===== src/core/itam_pkg.sv =====
// Constants and types for the I2C target address match front end.
// Assumes a single device clock and a synchronous active-high reset.
// Summary of operation
// - The own target address is recognised only when the received seven bits equal the address selected by the three five-level straps, one of 125.
// - The low bit of the address byte gives the direction, one for a read and zero for a write, and the device reports it for the selected operation.
// - The broadcast address register resets to e0 with the direction bit ignored, and can be rewritten but is not kept over power loss.
// - After reset the broadcast address is enabled, so e0 for writes and e1 for reads are acknowledged at once.
// - Three group address registers can be rewritten and are compared with incoming address bytes while enabled.
// - All three group address registers reset to the same class default, direction bit ignored.
// - After reset only the first group address is enabled; the second and third are not acknowledged.
package itam_pkg;
	localparam int STRAP_W = 3;
	localparam int ADDR_W = 7;
	localparam int BYTE_W = 8;
	localparam int GRP_CNT = 3;
	localparam int HIT_W = 5;
	// Strap level codes
	localparam logic [STRAP_W-1:0] LVL_GND = 3'h0;
	localparam logic [STRAP_W-1:0] LVL_PD = 3'h1;
	localparam logic [STRAP_W-1:0] LVL_FLT = 3'h2;
	localparam logic [STRAP_W-1:0] LVL_PU = 3'h3;
	localparam logic [STRAP_W-1:0] LVL_VDD = 3'h4;
	localparam logic [ADDR_W-1:0] LVL_BASE = 7'h05;
	localparam logic [ADDR_W-1:0] LVL_BASE_SQ = 7'h19;
	localparam logic [ADDR_W-1:0] OWN_ADDR_FIRST = 7'h01;
	localparam logic [1:0] STRAP_SETTLE = 2'h3;
	// Address registers
	localparam logic [BYTE_W-1:0] BCAST_RST = 8'he0;
	localparam logic [3:0] ADDR_EN_RST = 4'h3;
	localparam int EN_BCAST = 0;
	localparam int EN_GRP0 = 1;
	localparam int HIT_OWN = 0;
	localparam int HIT_BCAST = 1;
	localparam int HIT_GRP0 = 2;
	localparam logic [3:0] BITS_PER_BYTE = 4'h8;
	typedef enum logic [2:0] {ST_IDLE, ST_ADDR, ST_ACK, ST_SELECT, ST_IGNORE} itam_state_e;
endpackage : itam_pkg


===== src/core/itam_addr_if.sv =====
// Carrier for the decoded own address between strap decoder and matcher.
// Assumes both ends share one clock.
`timescale 1ns/1ps
`default_nettype none
interface itam_addr_if;
	logic [6:0] own_addr;
	logic own_valid;
	modport prod (output own_addr, output own_valid);
	modport cons (input own_addr, input own_valid);
endinterface : itam_addr_if
`default_nettype wire


===== src/core/itam_target_addr_match.sv =====
// Top of the I2C target address match front end: bus watcher, address
// registers and acknowledge of the first byte.
// Assumes raw SCL and SDA pin levels and an open-drain SDA resolved outside.
`timescale 1ns/1ps
`default_nettype none
module itam_target_addr_match import itam_pkg::*; #(
	parameter logic [BYTE_W-1:0] GRP_DEFAULT = 8'hd4 // Arbitrary class value
) (
	input wire logic i_clk, // Device clock, 40 MHz
	input wire logic i_reset, // Synchronous reset, active high
	input wire logic [STRAP_W-1:0] i_addr_strap_low, // Low strap level
	input wire logic [STRAP_W-1:0] i_addr_strap_mid, // Middle strap level
	input wire logic [STRAP_W-1:0] i_addr_strap_high, // High strap level
	input wire logic i_scl, // SCL pin level
	input wire logic i_sda, // SDA pin level
	output logic o_sda_out, // SDA drive value, always low
	output logic o_sda_oe_n, // SDA output enable, low drives
	input wire logic i_bcast_wr, // Broadcast address write strobe
	input wire logic [GRP_CNT-1:0] i_grp_wr, // Group address write strobes
	input wire logic [BYTE_W-1:0] i_addr_wdata, // Address write data
	input wire logic i_en_wr, // Enable write strobe
	input wire logic [3:0] i_en_wdata, // Enables: bit0 broadcast, 1..3 groups
	output logic [BYTE_W-1:0] o_bcast_addr, // Broadcast address
	output logic [BYTE_W-1:0] o_grp_addr_first, // First group address
	output logic [BYTE_W-1:0] o_grp_addr_second, // Second group address
	output logic [BYTE_W-1:0] o_grp_addr_third, // Third group address
	output logic [3:0] o_addr_en, // Address enables
	output logic [ADDR_W-1:0] o_own_addr, // Strap address
	output logic o_own_valid, // Strap address captured
	output logic o_addr_ack, // Pulse: address acknowledged
	output logic [HIT_W-1:0] o_hit, // Matched sources, own/bcast/groups
	output logic o_read, // Direction of the selected transfer
	output logic o_selected // Level: transfer addressed to us
);
	function automatic logic addr_eq(input logic [BYTE_W-1:0] a, input logic [BYTE_W-1:0] b);
		addr_eq = (a[BYTE_W-1:1] == b[BYTE_W-1:1]);
	endfunction : addr_eq

	itam_addr_if addr_bus ();
	itam_strap_decode u_strap (
		.i_clk(i_clk),
		.i_reset(i_reset),
		.i_addr_strap_low(i_addr_strap_low),
		.i_addr_strap_mid(i_addr_strap_mid),
		.i_addr_strap_high(i_addr_strap_high),
		.addr_bus(addr_bus)
	);

	logic [1:0] scl_sync_r;
	logic [1:0] sda_sync_r;
	logic scl_d_r;
	logic sda_d_r;
	itam_state_e state_r;
	logic [BYTE_W-1:0] shift_r;
	logic [3:0] bit_cnt_r;
	logic [BYTE_W-1:0] bcast_r;
	logic [BYTE_W-1:0] grp_r [GRP_CNT];
	logic [3:0] en_r;
	logic [ADDR_W-1:0] own_r;
	logic own_valid_r;
	logic sda_oe_n_r;
	logic ack_r;
	logic [HIT_W-1:0] hit_r;
	logic read_r;
	logic sel_r;
	logic sda_out_r;
	wire [HIT_W-1:0] hit_w;

	wire scl_w = scl_sync_r[1];
	wire sda_w = sda_sync_r[1];
	wire scl_rise = scl_w & ~scl_d_r;
	wire scl_fall = ~scl_w & scl_d_r;
	wire start_det = scl_w & scl_d_r & sda_d_r & ~sda_w;
	wire stop_det = scl_w & scl_d_r & ~sda_d_r & sda_w;
	wire ack_start = (state_r == ST_ADDR) && (bit_cnt_r == BITS_PER_BYTE) && scl_fall;
	wire any_hit = |hit_w;

	// Match sources
	assign hit_w[HIT_OWN] = own_valid_r && addr_eq(shift_r, {own_r, 1'b0});
	assign hit_w[HIT_BCAST] = en_r[EN_BCAST] && addr_eq(shift_r, bcast_r);
	genvar g;
	generate
		for (g = 0; g < GRP_CNT; g++) begin : g_grp
			assign hit_w[HIT_GRP0+g] = en_r[EN_GRP0+g] && addr_eq(shift_r, grp_r[g]);
			always_ff @(posedge i_clk) begin
				if (i_reset) grp_r[g] <= GRP_DEFAULT;
				else if (i_grp_wr[g]) grp_r[g] <= i_addr_wdata;
			end
		end
	endgenerate

	always_ff @(posedge i_clk) begin
		scl_sync_r <= {scl_sync_r[0], i_scl};
		sda_sync_r <= {sda_sync_r[0], i_sda};
		scl_d_r <= scl_w;
		sda_d_r <= sda_w;
	end

	always_ff @(posedge i_clk) begin
		if (i_reset) begin
			bcast_r <= BCAST_RST;
			en_r <= ADDR_EN_RST;
			own_r <= 7'h00;
			own_valid_r <= 1'b0;
		end else begin
			if (i_bcast_wr) bcast_r <= i_addr_wdata;
			if (i_en_wr) en_r <= i_en_wdata;
			own_r <= addr_bus.own_addr;
			own_valid_r <= addr_bus.own_valid;
		end
	end

	// Address byte reception and acknowledge
	always_ff @(posedge i_clk) begin
		if (i_reset) begin
			state_r <= ST_IDLE;
			shift_r <= 8'h00;
			bit_cnt_r <= 4'h0;
			sda_oe_n_r <= 1'b1;
			ack_r <= 1'b0;
			hit_r <= 5'h00;
			read_r <= 1'b0;
			sel_r <= 1'b0;
			sda_out_r <= 1'b0;
		end else begin
			ack_r <= 1'b0;
			if (start_det) begin
				state_r <= ST_ADDR;
				bit_cnt_r <= 4'h0;
				sda_oe_n_r <= 1'b1;
				sel_r <= 1'b0;
			end else if (stop_det) begin
				state_r <= ST_IDLE;
				sda_oe_n_r <= 1'b1;
				sel_r <= 1'b0;
			end else begin
				case (state_r)
					ST_ADDR: begin
						if (scl_rise && bit_cnt_r != BITS_PER_BYTE) begin
							shift_r <= {shift_r[BYTE_W-2:0], sda_w};
							bit_cnt_r <= 4'(bit_cnt_r + 4'h1);
						end
						if (ack_start) begin
							hit_r <= hit_w;
							read_r <= shift_r[0];
							if (any_hit) begin
								state_r <= ST_ACK;
								sda_oe_n_r <= 1'b0;
								ack_r <= 1'b1;
								sel_r <= 1'b1;
							end else begin
								state_r <= ST_IGNORE;
							end
						end
					end
					ST_ACK: begin
						if (scl_fall) begin
							state_r <= ST_SELECT;
							sda_oe_n_r <= 1'b1;
						end
					end
					ST_SELECT: state_r <= ST_SELECT;
					ST_IGNORE: state_r <= ST_IGNORE;
					default: state_r <= ST_IDLE;
				endcase
			end
		end
	end

	assign o_sda_out = sda_out_r;
	assign o_sda_oe_n = sda_oe_n_r;
	assign o_bcast_addr = bcast_r;
	assign o_grp_addr_first = grp_r[0];
	assign o_grp_addr_second = grp_r[1];
	assign o_grp_addr_third = grp_r[2];
	assign o_addr_en = en_r;
	assign o_own_addr = own_r;
	assign o_own_valid = own_valid_r;
	assign o_addr_ack = ack_r;
	assign o_hit = hit_r;
	assign o_read = read_r;
	assign o_selected = sel_r;
endmodule : itam_target_addr_match
`default_nettype wire


===== src/core/itam_strap_decode.sv =====
// Strap synchroniser and five-level decoder giving the own target address.
// Assumes strap level codes arrive asynchronously and hold still after power-up.
`timescale 1ns/1ps
`default_nettype none
module itam_strap_decode import itam_pkg::*; (
	input wire logic i_clk, // Device clock
	input wire logic i_reset, // Synchronous reset
	input wire logic [STRAP_W-1:0] i_addr_strap_low, // Low strap level
	input wire logic [STRAP_W-1:0] i_addr_strap_mid, // Middle strap level
	input wire logic [STRAP_W-1:0] i_addr_strap_high, // High strap level
	itam_addr_if.prod addr_bus // Decoded own address
);
	// Out-of-range codes read as floating
	function automatic logic [ADDR_W-1:0] lvl_val(input logic [STRAP_W-1:0] lvl);
		lvl_val = (lvl > LVL_VDD) ? {4'h0, LVL_FLT} : {4'h0, lvl};
	endfunction : lvl_val

	logic [STRAP_W-1:0] sync1_r [3];
	logic [STRAP_W-1:0] sync2_r [3];
	logic [STRAP_W-1:0] strap_in [3];
	logic [1:0] settle_r;
	logic [ADDR_W-1:0] own_r;
	logic valid_r;
	wire [ADDR_W-1:0] addr_nxt;

	assign strap_in[0] = i_addr_strap_low;
	assign strap_in[1] = i_addr_strap_mid;
	assign strap_in[2] = i_addr_strap_high;

	genvar g;
	generate
		for (g = 0; g < 3; g++) begin : g_sync
			always_ff @(posedge i_clk) begin
				sync1_r[g] <= strap_in[g];
				sync2_r[g] <= sync1_r[g];
			end
		end
	endgenerate

	// Index of the strap combination plus one
	assign addr_nxt = 7'(lvl_val(sync2_r[2]) * LVL_BASE_SQ + lvl_val(sync2_r[1]) * LVL_BASE
		+ lvl_val(sync2_r[0]) + OWN_ADDR_FIRST);

	// Captured once, after the synchroniser has filled
	always_ff @(posedge i_clk) begin
		if (i_reset) begin
			settle_r <= 2'h0;
			valid_r <= 1'b0;
			own_r <= 7'h00;
		end else if (!valid_r) begin
			settle_r <= 2'(settle_r + 2'h1);
			if (settle_r == STRAP_SETTLE) begin
				valid_r <= 1'b1;
				own_r <= addr_nxt;
			end
		end
	end

	assign addr_bus.own_addr = own_r;
	assign addr_bus.own_valid = valid_r;
endmodule : itam_strap_decode
`default_nettype wire


===== config.mk =====
export PLATFORM = sky130hd
export DESIGN_NAME = itam_target_addr_match
export DESIGN_NICKNAME = d
export VERILOG_FILES = /design/src/core/itam_pkg.sv /design/src/core/itam_addr_if.sv /design/src/core/itam_target_addr_match.sv /design/src/core/itam_strap_decode.sv
export SDC_FILE = /design/constraint.sdc
export NUM_CORES = 1
export LEC_CHECK = 0
export BUFFER_PORTS_ARGS = -buffer_cell sky130_fd_sc_hd__buf_2
export CAP_MARGIN = 40
export CORE_MARGIN = 2
export CORE_UTILIZATION = 40
export DETAILED_ROUTE_END_ITERATION = 10
export PLACE_DENSITY = 0.74
export SLEW_MARGIN = 25
export SYNTH_ARGS = -nofsm -noshare
export SYNTH_HDL_FRONTEND = slang
export SYNTH_HIERARCHICAL = 1
export SYNTH_SLANG_ARGS = --single-unit

===== constraint.sdc =====
create_clock -name i_clk -period 2.9 [get_ports i_clk]
set_clock_uncertainty 0.05 [all_clocks]
set_input_delay 0.725 -clock i_clk [delete_from_list [all_inputs] [get_ports i_clk]]
set_output_delay 0.725 -clock i_clk [all_outputs]
set_load 0.01 [all_outputs]

# Word level (Yosys, flattened, before mapping)
# Memory sizes are Yosys's and may differ from the RTL's.
# Index checks and enable logic that the tools add are counted.
[classes]
add_sub_neg = 5
multipliers = 2
order_cmp = 3
eq_ne = 17
n_mux = 30
bitwise = 19
reduce_logical = 21
[ops]
columns = ["cell", "count"]
rows = [
  ["equality test 7 bit", 5],
  ["two-way mux 8 bit", 3],
  ["two-way mux 1 bit", 19],
  ["two-way mux 3 bit", 6],
  ["adder 7 bit", 2],
  ["!= test 4 bit, second input constant", 3],
  ["one-hot mux 3 bit (4 select lines)", 1],
  ["AND reduction 4 bit", 3],
  ["OR reduction 5 bit", 2],
  ["greater-than comparator 3 bit, second input constant", 3],
  ["NOT 1 bit", 9],
  ["logical AND 1 bit", 8],
  ["adder 7 x 1 -> 7 bit, second input constant", 1],
  ["AND 1 bit", 7],
  ["multiplier 7 x 3 -> 7 bit, second input constant", 1],
  ["multiplier 7 x 5 -> 7 bit, second input constant", 1],
  ["equality test 3 x 2 -> 1 bit, second input constant", 2],
  ["!= test 2 bit, second input constant", 3],
  ["AND reduction 2 bit", 3],
  ["AND reduction 3 bit", 2],
  ["adder 4 x 1 -> 4 bit, second input constant", 1],
  ["equality test 4 bit, second input constant", 1],
  ["equality test 3 x 1 -> 1 bit, second input constant", 1],
  ["equality test 3 bit, second input constant", 1],
  ["7 further kinds", 9],
]
[word_totals]
regBits = 60
ramBits = 42
inputBits = 30
output_inout_bits = 54
wordCells = 120
memories = 3
[memory_table]
columns = ["name", "depth", "width", "read_ports", "rd_ports_with_merged_regs", "write_ports", "line", "rtl"]
rows = [
  ["grp_r", 3, 8, 3, 0, 3, "itam_target_addr_match.sv:57", "logic [BYTE_W-1:0] grp_r [GRP_CNT];"],
  ["u_strap.sync1_r", 3, 3, 3, 0, 3, "itam_strap_decode.sv:18", "logic [STRAP_W-1:0] sync1_r [3];"],
  ["u_strap.sync2_r", 3, 3, 3, 0, 3, "itam_strap_decode.sv:19", "logic [STRAP_W-1:0] sync2_r [3];"],
]

# Longest topological paths before layout
# An unclocked memory read counts as a cell.
[logic_depth]
ltp_word = 9
mapped_depth = 14
depth_no_buf = 14

# Cells and area by module
# Netlist, hierarchy kept.
[modules_own_cells]
columns = ["mod", "instances", "cells_per_inst", "area_per_inst_um2", "seq_area_each_um2"]
rows = [
  ["itam_target_addr_match", 1, 284, 3119.2, 1721.7],
  ["itam_strap_decode", 1, 119, 1272.5, 560.5],
]

# Worst setup path after synthesis
# OpenSTA, ideal clock, no wires.
[synth_timing]
path_type = "register to register"
from = "mem u_strap.sync2_r[1][2] (netlist: u_strap/sync2_r[0][5])"
to = "reg u_strap.own_r[6] (netlist: u_strap/addr_bus.own_addr[6])"
setup_ns = 0.079
arrival_ns = 2.722
t_required_ns = 2.771
setup_slack_ns = 0.048
stages_incl_launch_ff = 14
path_buffers = 0
synth_period_minus_slack_ns = 2.852
cell_sequence = "dfxtp_1 nor3b_1 ha_1 ha_1 ha_1 inv_1 fa_1 inv_1 ha_1 ha_1 a21oi_1 o21ai_0 xnor2_1 a211oi_2"
[synth_lines]
columns = ["item", "line", "rtl"]
rows = [
  ["start: declaration", "itam_strap_decode.sv:19", ""],
  ["end signal: assignment", "itam_strap_decode.sv:54", "own_r <= addr_nxt;"],
  ["end: declaration", "itam_strap_decode.sv:22", "logic [ADDR_W-1:0] own_r;"],
]

==> metrics.md <==
| Metric | Value |
|---|---|
| Synth top area cells | `dfxtp_1, edfxtp_1, xnor2_1, ha_1, mux2i_1` |
| Drt first pass iters | `6` |
| Syn nets | `457` |
| Fillers | `980` |
| Top Family by Delay on Critical Path | `adder cells` |
| Drt total wl | `8925 um` |
| Area of the multi-input gates | `2016 um^2` |
| Most frequent cells in the layout | `buf_2, dfxtp_1, xnor2_1` |
| Wirelength per Cell | `14.17 um` |
| Post-Synthesis Cells | `403` |
| Fin area | `5204 um^2` |
| Net count, final | `539` |
| Most common cell after layout, fill and taps aside | `buf_2` |
| Clock Path Buffers | `2` |
| CP endpoint kind | `flip-flop` |
| Hold_ws | `0.2807 ns` |
| Max-capacitance violation count | `0` |
| Remaining routing DRC violations | `0` |
| Depth of the CTS H-tree | `3` |
| IO Count | `84` |
| CTS Sinks | `102` |
| Clock latency on the worst-skew pair | `0.37 ns` |
| Die footprint | `11,830 um^2` |
| Final Critical Period | `2.835 ns` |
| Setup TNS Final | `0 ns` |
| Flops & latches, synth | `102` |
| Power per cell area | `552.1 nW/um^2` |
| CP max-delay cell | `fa_1` |
| RSZ-0062 raised after global routing | `true` |
| FFs w/ async S/R, synth | `0%` |
| CORE AREA | `10,790 um^2` |
| Port Buffers | `82` |
| Final setup vio count | `0` |
| Antenna Cells | `0` |
| Ys flop type | `dfxtp_1` |
| Most area-hungry cell type in the Yosys netlist | `dfxtp_1` |
| Outcome | `completed` |
| Max Slew Vio Count | `0` |
| Die height | `108.8 um` |
| Total GRT Usage | `15.81%` |
| CTS Root Buffer Type | `clkbuf_8` |
| Crit Path Class | `reg2reg` |
| Top cell type's share of synthesized area | `35.56%` |
| Initial DRC count | `153` |
| Finished Core Util | `48.21%` |
| Routed Antenna Nets | `0` |
| Cell leakage power | `2.157 nW` |
| Initial Util | `40.69%` |
| Syn Area/Cell | `10.90 um^2` |
| Worst Max-Slew Pin Slew | `0.6505 ns` |
| Total CTS buffers | `9` |
| Routability cong. | `0.8264` |
| CTS tree | `yes` |
| Worst EP arrival | `3.08 ns` |
| Setup ws final | `0.06533 ns` |
| Hold Crit Class | `reg2reg` |
| Maximum fanout along the worst path | `3` |
| Clock Pin Slew Worst Setup and Hold Paths | `0.09 ns` |
| Die width | `108.8 um` |
| Ratio of cells with drive above 1 in the final layout | `25.51%` |
| Register area | `2286 um^2` |
| Max-slew headroom at the worst pin | `56.55%` |
| Hpwl dp | `6758 um` |
| Largest net degree at the start of global routing | `33` |
| Distinct cells, synth | `51` |
| Post-DP Area | `4930 um^2` |
| Bufs and invs on worst path | `2` |
| Vias per cell | `4.797` |
| First-pass GRT wire length | `14,240 um` |
| Mapped Area | `4392 um^2` |
| Share of the cycle needed by the critical path after routing | `97.75%` |
| Post-synth EDFFs | `24` |
| Place WS | `-0.1312 ns` |
| Most used cell along the critical path | `ha_1` |
| Crit-path cells | `nor2b_2 -> ha_1 -> ha_1 -> ha_1 -> inv_1 -> fa_1 -> inv_1 -> ha_4 -> ha_4 -> a21oi_1 -> o21ai_1 -> xnor2_1 -> a211oi_2` |
| Final hold viol count | `0` |
| Vias in the first global route | `2,966` |
| Synthesis Warnings | `6` |
| Initial antenna violation count | `0` |
| Worst path max stage delay | `0.41 ns` |
| Fmax achieved | `0.3528 GHz` |
| VDD IR max | `0.4063 mV` |
| Register area share after synthesis | `51.97%` |
| Via count | `3,022` |
| Total grt overflow | `0` |
| Site Rows | `38` |
| Required time of the critical path | `3.15 ns` |
| Setup crit start kind | `flip-flop` |
| Area grow syn2layout | `18.49%` |
[layer usage]
| layer | wire (um) | GRT usage [%] | vias up |
|---|---|---|---|
| li1 | - | - | 1524 |
| met1 | 3797 | 18.51 | 1438 |
| met2 | 4689 | 27.23 | 53 |
| met3 | 334 | 5.678 | 7 |
| met4 | 104 | 4.579 | 0 |
| met5 | 0 | 0 | - |
[where the power goes]
group | total [mW] | internal (mW) | switching, mW | leakage (nW)
clock | 0.891 | 0.400 | 0.491 | 0.0972
sequential | 1.59 | 1.54 | 0.0552 | 0.883
combinational | 0.391 | 0.188 | 0.203 | 1.18
[flip-flops by register name, indices dropped and copies added, names as in the netlist, 2 cells and up]
name and flops:
state_r 3, shift_r 8, o_bcast_addr 8, grp_r 24
sda_sync_r 2, u_strap/settle_r 2, o_hit 5, u_strap/addr_bus.own_addr 7
scl_sync_r 2, u_strap/sync2_r 9, bit_cnt_r 4, u_strap/sync1_r 9
o_own_addr 7, o_addr_en 4
[cells in the mapped netlist, types with 8 or more instances]
cell and count:
dfxtp_1 78, nand4_1 10, nand2_1 11, nor2_1 39
edfxtp_1 24, xnor2_1 41, a21oi_1 13, and2_1 13
inv_1 19, nand2b_1 12, ha_1 20, buf_2 8
nor2b_1 22, mux2i_1 20
[logic make-up (layout without fill, tap and decap cells)]
logic type,count (synthesis),in the layout,share of synthesized area (%)
xor+xnor,43,43,8.575
buf+inv,37,124,3.647
compound gates,41,41,6.467
other cells,1,1,0.08539
fa+ha+maj,24,24,7.521
simple gates,135,135,17.18
mux,20,20,4.558
flops,102,102,51.97
[path summary, 6_finish.rpt]
path | from | endpoint | slack [ns] | cells past startpoint
worst max-delay path | u_strap/sync2_r[0][3] | u_strap/addr_bus.own_addr[6] | 0.07 | 13
worst min register to register | u_strap/sync1_r[0][5] | u_strap/sync2_r[0][5] | 0.28 | 0
worst min-delay path | u_strap/sync1_r[0][5] | u_strap/sync2_r[0][5] | 0.28 | 0
worst max register to register | u_strap/sync2_r[0][3] | u_strap/addr_bus.own_addr[6] | 0.07 | 13
[worst register-to-register path, delay by kind of cell (launching register included)]
kind                       cells  cell delay, ns
AOI/OAI and AO/OA              3            0.44
and+or+nand+nor                1            0.16
xor gates and xnor gates       1            0.14
buffers and inverters          2            0.18
adders and majority gates      6            1.43
DFF                            1            0.35
[repair_timing]
| item | in CTS | in global routing |
|---|---|---|
| setup endpoints to repair | 2 | 5 |
| pin swaps | 1 | 1 |
| hold buffers | 0 | 0 |
| gates resized for setup | 6 | 9 |
| setup buffers | 1 | 0 |
[final cells by class]
| type | instances | area share (%) |
|---|---|---|
| flip-flops and latches | 102 | 43.93 |
| well taps | 140 | 3.366 |
| clock inverters | 7 | 1.395 |
| repair buffers | 88 | 8.752 |
| inverters | 20 | 1.443 |
| multi-input cells | 264 | 38.74 |
| clock buffers | 9 | 2.380 |
[stage by stage]
stage	total power, mW	cells
after CTS	2.900	630
after global routing	3.016	630
after detailed placement	1.994	613
after global placement	1.981	613
final	2.873	630
after floorplan	1.861	403
Note: power is estimated with default switching activity, not from simulation.
